File: src/logic/t2cf_pkg.sv
// Constants for the second timer control and flag logic
// Function
// - Hardware sets the overflow flag when the 16-bit count overflows and only software clears it.
// - The overflow flag is not set while any baud-clock select or the clock-out enable is 1.
// - The external flag is set when a trigger falling edge causes capture or reload, only with the trigger enabled.
// - The external flag raises the timer interrupt when enabled and only a software write clears it.
// - A set first-port receive or transmit select makes this timer's overflow that direction's baud clock.
// - Capture or reload from a trigger falling edge happens only while the trigger enable is set.
// - Select at 1 counts falling edges of the count input, at 0 counts internal clock ticks.
// - In capture mode with trigger enabled a trigger falling edge copies the count bytes to the capture bytes.
// - In reload mode with trigger enabled and no baud-clock select a reload happens on overflow or on a trigger falling edge.
// - In reload mode with no baud-clock select an overflow loads the count from the software reload value; with one set it wraps to 0.
package t2cf_pkg;
    localparam logic [11:0] ADDR_CONTROL = 12'h418;
    localparam logic [11:0] ADDR_MODE = 12'h41C;
    localparam logic [11:0] ADDR_COUNT = 12'h420;
    localparam logic [11:0] ADDR_CAPTURE = 12'h424;
    localparam logic [11:0] ADDR_IRQ_STATUS = 12'h428;
    localparam logic [11:0] ADDR_IRQ_MASK = 12'h42C;
    localparam logic [7:0] CONTROL_RESET = 8'h00;
    localparam logic [7:0] MODE_RESET = 8'h00;
    localparam int BIT_OVF = 7;
    localparam int BIT_EXT = 6;
    localparam int BIT_RX0 = 5;
    localparam int BIT_TX0 = 4;
    localparam int BIT_EXEN = 3;
    localparam int BIT_RUN = 2;
    localparam int BIT_CT = 1;
    localparam int BIT_CPRL = 0;
    localparam int MBIT_RX1 = 2;
    localparam int MBIT_TX1 = 1;
    localparam int MBIT_OE = 0;
    localparam int IBIT_OVF = 0;
    localparam int IBIT_EXT = 1;
    localparam int IBIT_RAW_OVF = 2;
endpackage

File: src/logic/t2cf_timer.sv
// Second timer: count, capture, reload, flags, baud select and APB slave
//
// Chosen here: register access over APB.
`timescale 1ns/1ps
`default_nettype none
module t2cf_timer (
    input wire logic clock,
    input wire logic rst,
    input wire logic psel,
    input wire logic penable,
    input wire logic pwrite,
    input wire logic [11:0] paddr,
    input wire logic [31:0] pwdata,
    output logic [31:0] prdata,
    output logic pready,
    output logic pslverr,
    input wire logic count_input,
    input wire logic external_trigger_input,
    input wire logic timer1_overflow,
    output logic uart0_rx_baud_tick,
    output logic uart0_tx_baud_tick,
    output logic uart1_rx_baud_tick,
    output logic uart1_tx_baud_tick,
    output logic timer_irq
);
    logic [7:0] control_reg;
    logic [7:0] control_next;
    logic [2:0] mode_reg;
    logic [15:0] count_reg;
    logic [15:0] count_next;
    logic [15:0] capture_reg;
    logic [15:0] capture_next;
    logic [2:0] irq_status_reg;
    logic [2:0] irq_status_next;
    logic [2:0] irq_mask_reg;
    logic count_in_q;
    logic trig_in_q;
    logic [31:0] prdata_next;

    wire access = psel && penable;
    wire wr = access && pwrite;
    wire rd = access && !pwrite;
    wire sel_ctl = paddr == t2cf_pkg::ADDR_CONTROL;
    wire sel_mode = paddr == t2cf_pkg::ADDR_MODE;
    wire sel_cnt = paddr == t2cf_pkg::ADDR_COUNT;
    wire sel_cap = paddr == t2cf_pkg::ADDR_CAPTURE;
    wire sel_ist = paddr == t2cf_pkg::ADDR_IRQ_STATUS;
    wire sel_imk = paddr == t2cf_pkg::ADDR_IRQ_MASK;
    wire mapped = sel_ctl | sel_mode | sel_cnt | sel_cap | sel_ist | sel_imk;

    wire run_control = control_reg[t2cf_pkg::BIT_RUN];
    wire counter_timer_select = control_reg[t2cf_pkg::BIT_CT];
    wire capture_reload_select = control_reg[t2cf_pkg::BIT_CPRL];
    wire external_trigger_enable = control_reg[t2cf_pkg::BIT_EXEN];
    wire uart0_rx_baud_select = control_reg[t2cf_pkg::BIT_RX0];
    wire uart0_tx_baud_select = control_reg[t2cf_pkg::BIT_TX0];
    wire uart1_rx_baud_select = mode_reg[t2cf_pkg::MBIT_RX1];
    wire uart1_tx_baud_select = mode_reg[t2cf_pkg::MBIT_TX1];
    wire clock_out_enable = mode_reg[t2cf_pkg::MBIT_OE];

    // Falling edges of the synchronous pins
    wire count_fall = count_in_q && !count_input;
    wire trig_fall = trig_in_q && !external_trigger_input;
    wire tick = counter_timer_select ? count_fall : 1'b1;
    wire advance = run_control && tick;
    wire overflow = advance && (count_reg == 16'hFFFF);
    wire trig_event = trig_fall && external_trigger_enable;
    wire cap_event = trig_event && capture_reload_select;
    wire baud_any = uart0_rx_baud_select | uart0_tx_baud_select | uart1_rx_baud_select
        | uart1_tx_baud_select;
    wire ovf_block = baud_any | clock_out_enable;
    wire ovf_set = overflow && !ovf_block;
    wire ext_set = trig_event;
    wire reload_event = !capture_reload_select && !baud_any
        && (overflow || trig_event);

    // Software clears flags by writing 0; hardware set wins
    wire ctl_wr = wr && sel_ctl;
    wire ovf_keep = ctl_wr ? pwdata[t2cf_pkg::BIT_OVF] & control_reg[t2cf_pkg::BIT_OVF]
        : control_reg[t2cf_pkg::BIT_OVF];
    wire ext_keep = ctl_wr ? pwdata[t2cf_pkg::BIT_EXT] & control_reg[t2cf_pkg::BIT_EXT]
        : control_reg[t2cf_pkg::BIT_EXT];
    wire [5:0] ctl_low = ctl_wr ? pwdata[5:0] : control_reg[5:0];

    always_comb begin
        control_next = {ovf_keep | ovf_set, ext_keep | ext_set, ctl_low};
        if (wr && sel_cnt) begin
            count_next = pwdata[15:0];
        end else if (reload_event) begin
            count_next = capture_reg;
        end else if (advance) begin
            count_next = count_reg + 16'h0001;
        end else begin
            count_next = count_reg;
        end
        if (cap_event) begin
            capture_next = count_reg;
        end else if (wr && sel_cap) begin
            capture_next = pwdata[15:0];
        end else begin
            capture_next = capture_reg;
        end
        irq_status_next = irq_status_reg;
        // Clear only what the read returned; an event in the setup cycle survives
        if (rd && sel_ist) begin
            irq_status_next = irq_status_reg & ~prdata[2:0];
        end
        irq_status_next[t2cf_pkg::IBIT_OVF] = irq_status_next[t2cf_pkg::IBIT_OVF] | ovf_set;
        irq_status_next[t2cf_pkg::IBIT_EXT] = irq_status_next[t2cf_pkg::IBIT_EXT] | ext_set;
        irq_status_next[t2cf_pkg::IBIT_RAW_OVF] =
            irq_status_next[t2cf_pkg::IBIT_RAW_OVF] | overflow;
        prdata_next = 32'h0;
        if (sel_ctl) begin
            prdata_next = {24'h0, control_reg};
        end else if (sel_mode) begin
            prdata_next = {29'h0, mode_reg};
        end else if (sel_cnt) begin
            prdata_next = {16'h0, count_reg};
        end else if (sel_cap) begin
            prdata_next = {16'h0, capture_reg};
        end else if (sel_ist) begin
            prdata_next = {29'h0, irq_status_reg};
        end else if (sel_imk) begin
            prdata_next = {29'h0, irq_mask_reg};
        end
    end

    always_ff @(posedge clock) begin
        if (rst) begin
            control_reg <= t2cf_pkg::CONTROL_RESET;
            mode_reg <= 3'h0;
            count_reg <= 16'h0000;
            capture_reg <= 16'h0000;
            irq_status_reg <= 3'h0;
            irq_mask_reg <= 3'h0;
            count_in_q <= 1'b0;
            trig_in_q <= 1'b0;
        end else begin
            control_reg <= control_next;
            count_reg <= count_next;
            capture_reg <= capture_next;
            irq_status_reg <= irq_status_next;
            count_in_q <= count_input;
            trig_in_q <= external_trigger_input;
            if (wr && sel_mode) begin
                mode_reg <= pwdata[2:0];
            end
            if (wr && sel_imk) begin
                irq_mask_reg <= pwdata[2:0];
            end
        end
    end

    // Bus answer: ready during every access phase, error on unmapped
    always_ff @(posedge clock) begin
        if (rst) begin
            pready <= 1'b0;
            pslverr <= 1'b0;
            prdata <= 32'h0;
        end else begin
            pready <= psel && !penable;
            pslverr <= psel && !penable && !mapped;
            prdata <= prdata_next;
        end
    end

    // Baud ticks and interrupt
    always_ff @(posedge clock) begin
        if (rst) begin
            uart0_rx_baud_tick <= 1'b0;
            uart0_tx_baud_tick <= 1'b0;
            uart1_rx_baud_tick <= 1'b0;
            uart1_tx_baud_tick <= 1'b0;
            timer_irq <= 1'b0;
        end else begin
            uart0_rx_baud_tick <= uart0_rx_baud_select ? overflow : timer1_overflow;
            uart0_tx_baud_tick <= uart0_tx_baud_select ? overflow : timer1_overflow;
            uart1_rx_baud_tick <= uart1_rx_baud_select ? overflow : timer1_overflow;
            uart1_tx_baud_tick <= uart1_tx_baud_select ? overflow : timer1_overflow;
            timer_irq <= |(irq_status_next & irq_mask_reg);
        end
    end
endmodule
`default_nettype wire

File: config.mk
export PLATFORM = sky130hd
export DESIGN_NAME = t2cf_timer
export DESIGN_NICKNAME = d
export VERILOG_FILES = /design/src/logic/t2cf_pkg.sv /design/src/logic/t2cf_timer.sv
export SDC_FILE = /design/constraint.sdc
export NUM_CORES = 1
export LEC_CHECK = 0
export BUFFER_PORTS_ARGS = -buffer_cell sky130_fd_sc_hd__buf_2
export CORE_MARGIN = 2
export CORE_UTILIZATION = 30
export DETAILED_ROUTE_END_ITERATION = 10
export GPL_ROUTABILITY_DRIVEN = 0
export MAX_ROUTING_LAYER = met4
export PLACE_DENSITY = 0.51
export SETUP_SLACK_MARGIN = 0.02
export SLEW_MARGIN = 30
export SYNTH_ARGS = -nofsm -noshare
export SYNTH_HDL_FRONTEND = slang
export SYNTH_SLANG_ARGS = --single-unit
File: constraint.sdc
create_clock -name clock -period 4.3 [get_ports clock]
set_input_delay 0.215 -clock clock [delete_from_list [all_inputs] [get_ports clock]]
set_output_delay 0.215 -clock clock [all_outputs]
set_load 0.05 [all_outputs]
Yosys cells after proc, flatten, opt, wreduce, memory -nomap -nowiden
Cells that the tools add are included.
- input bits: 52
- register bits: 90
- output and inout port bits: 39
- word-level logic and storage cells: 99
- multiplexer cells: 19
- add/sub/neg operators: 1
- equality and inequality tests: 7
- reductions and logical operators: 34
- bitwise logic cells: 19
- operators by type and width (operator ; number):
    $mux 16 ; 7
    $eq 12x11->1 const B ; 6
    $logic_and 1x1->1 ; 20
    $add 16x1->16 const B ; 1
    $eq 16x16->1 const B ; 1
    $mux 8 ; 2
    $or 1x1->1 ; 14
    $mux 3 ; 3
    $logic_not 1->1 ; 8
    $mux 1 ; 7
    $and 3x3->3 ; 2
    $reduce_or 3->1 ; 2
    $reduce_or 6->1 ; 1
    $not 3->3 ; 1
    $reduce_bool 3->1 ; 1
    $and 1x1->1 ; 2
    $reduce_bool 2->1 ; 1
    $logic_or 1x1->1 ; 1

Longest topological paths before layout
- word-level depth: 9
- gate-level depth with buffers: 8
- mapped depth without buffers: 7

Worst setup path after synthesis
Ideal clock, no wire load.
- kind: flip-flop to flip-flop
- from: register count_reg[0]
- to: register count_reg[14]
- buffers on the path: 1
- slack: 2428 ps
- data arrival time: 1742 ps
- data required time: 4170 ps
- clock period less this slack: 1872 ps
- cell stages (with the launch flop): 9
- library setup time: 130 ps
- cell sequence: dfxtp_1 > ha_1 > nand2_1 > nor4_4 > a21o_1 > nand2_2 > clkbuf_1 > o21ai_0 > o32ai_1
- word-level cells in the longest chain between the ends: 6
- elaborated cells between the ends (all ways): 9
- classes of those cells: add/sub: 1; eq/ne: 1; mux: 3; reduce/logical: 4
- ends and longest elaborated chain (element ; line ; text):
    start, declared ; t2cf_timer.sv:29 ; logic [15:0] count_reg;
    start signal, assigned ; t2cf_timer.sv:140 ; count_reg <= count_next;
    branches (longest 6 deep; another with $add 16x1->16) ; -- ;
Parallel ways; which one is timed is not known. The select of a mux whose other input is x is not followed.
A chain may end at the register's enable or synchronous reset.

Final worst setup path
- from: register count_reg[12]
- to: register count_reg[15]
Same word-level chain as after synthesis.

==> results.toml <==
[status]
status = "completed"

[clock_tree]
clkLatencyLatePin_ps = 340
cts_sinks = 74
post_cts_buffers = 0
hold_buffers = 0
cts_made_buffers = 9
cts_max_path_buffers = 2
cts.clk_slew.worst_paths_ps = 60
cts_resized = 0
cts_tree = "done"
htree_levels = 3
cts-root-buf = "clkbuf_16"

[synth]
synth_compound_area_share_pct = 22.2
netlist_area_mm2 = 0.00380
synth_xor_area_share_pct = 3.22
ys_warn_count = 0
synth_edf_count = 0
synthAdderAreaFrac_pct = 0.329
synth-async-reset-ratio_pct = 0
syn_area_per_cell_um2 = 8.41
synthMuxAreaShare_pct = 4.74
ys_types = 61
ys.flop_type = "dfxtp_1"
synth.largest_area_cell = "dfxtp_1"
ys_seq_area_share_pct = 39.0
yosysTopAreaCellShare_pct = 39.0
synthCells = 452
synthTopCellsByArea = "dfxtp_1 (39%), mux2i_1 (4.7%), nor2_1 (4.6%), a21oi_1 (4.6%), nand2_1 (4.4%)"
synth-seq-cells = 74
synth_top_family_by_area = "simple AND/OR/NAND/NOR gates"
synthSimpleGateAreaFrac_pct = 23.0

[placement]
place_worst_setup_slack_ps = 1780
hpwl_um = 7640
port_buffers = 58

[route]
vias_per_cell = 5.22
dr.pass1.iters = 5
wl_met2_um = 5170
drc = 0
highest_layer = "met4"
wl_met1_um = 5440
drtAntennaViolNets = 0
wl_per_cell_um = 17.0
num_vias = 3502
wl_met3_um = 550
drt-total-wl_um = 11400
drtIter0Drc = 253

[timing]
drv_slew = 0
max_slew.worst_pin.slew_ps = 926
setup_ws_ps = 1680
finalHoldViolations = 0
fmax_mhz = 382
rsz0062_at_grt = "no"
finalSetupTns_ps = 0
whs_ps = 104
setup_viol = 0
relSlewSlack_pct = 37.9
fin_crit_sh_pct = 60.9
fin_crit_ps = 2620
fin_skew_ps = 8.56

[layout]
antenna_cells = 0
drive_above_1_share_pct = 20.0
layout_commonest_cell = "dfxtp_1"
area_growth_pct = 17.6
fill_cells = 1316
final_cell_mix = "dfxtp_1 (74), buf_2 (58), nor2_1 (47)"
nets = 547

[setup_path]
path_class = "flop to flop"
cpPeakStageDelay_ps = 800
critPathSlowestCell = "a211oi_1"
cp-end-kind = "flop"
arrival_ps = 2870
crit_chain = "nand4_1 > a211oi_1 > a21o_1 > a21o_1 > o221ai_1 > a21oi_1"
worstSetupStartpointType = "flop"
crit_top_cell = "a21o_1"
required_ps = 4550
worst-path-max-fanout = 11

[grt]
grt_max_degree = 55
antenna_found_initial = 0
grt_pass1_vias = 3253
grt_pass1_wl_um = 17700
gr-total-overflow = 0
track_usage_pct = 17.4

[floorplan]
die_width_um = 117
fp.dieH_um = 117
ios = 91
core_area_mm2 = 0.0125
initial_core_util_pct = 30.4
rows = 41
die_area_mm2 = 0.0136

[power]
p_leak_nw = 1.68
power_density_mw_per_mm2 = 350
peakVddDrop_uv = 141

[min_path]
hold_path_class = "input pin to flop"

[job]
cap_violations = 0
[synth_stat cells, types with 3 or more instances]
cell      count
a211oi_1      3
a21o_1        5
a21oi_1      35
a222oi_1      3
a22oi_1      12
a311oi_1     16
and3_1        5
buf_2         8
buf_4        17
clkbuf_1     21
dfxtp_1      74
inv_1         6
mux2i_1      18
nand2_1      45
nand3_1      27
nand4_1       5
nor2_1       47
nor2b_1       3
nor3_1        6
nor3_2        3
o211ai_1      8
o21ai_0      13
o221ai_1     10
o22ai_1       3
xnor2_1      11
xor2_1        3
[cells by family after synthesis]
logic type               Yosys count
multiplexers                      18
AND/OR/NAND/NOR                  169
adder cells (fa/ha/maj)            1
XOR/XNOR                          14
AO/OA/AOI/OAI                    120
buffers and inverters             55
other                              1
flip-flops                        74
[final timing paths]
path             startpoint  slack (ps)  cells after the start              to
min                 penable         100                      2          pready
max           count_reg[12]        1680                      6   count_reg[15]
min reg2reg  control_reg[6]         470                      2  control_reg[6]
max reg2reg   count_reg[12]        1680                      6   count_reg[15]
[critical path, delay by kind of cell (launching register included)]
family / cells / cell delay [ps]
flops: 1 / 480
simple gates: 1 / 190
compound gates: 5 / 1870
[layer usage]
layer | track usage, % | vias up
li1 | - | 1702
met1 | 23.5 | 1666
met2 | 26.2 | 114
met3 | 2.59 | 20
met4 | 7.14 | 0
met5 | - | -
[through the flow]
step,util (%),area (um2),power [mW],std cells
floorplan,-,3860,0.784,467
global placement,33.2,4160,0.807,655
detailed placement,33.3,4170,0.808,655
CTS,35.7,4470,1.57,671
global route,35.7,4470,1.62,671
finish,35.7,4470,1.56,671
[report_power, final]
group	leakage [nW]	switching (mW)	internal, mW	total [mW]
registers	0.598	0.000816	0.689	0.690
logic	0.934	0.0805	0.0227	0.103
clock network	0.145	0.291	0.480	0.771
[cell type report]
| cell class | instances | area [um2] | area share, % |
|---|---|---|---|
| clock inverter | 4 | 50.0 | 1.12 |
| multi-input combinational | 338 | 2100 | 47.0 |
| clock buffer | 12 | 256 | 5.73 |
| tap | 172 | 215 | 4.81 |
| sequential | 74 | 1480 | 33.1 |
| timing repair buffer | 65 | 343 | 7.66 |
| inverter | 6 | 22.5 | 0.503 |
Power figures use the tool's default switching activity.
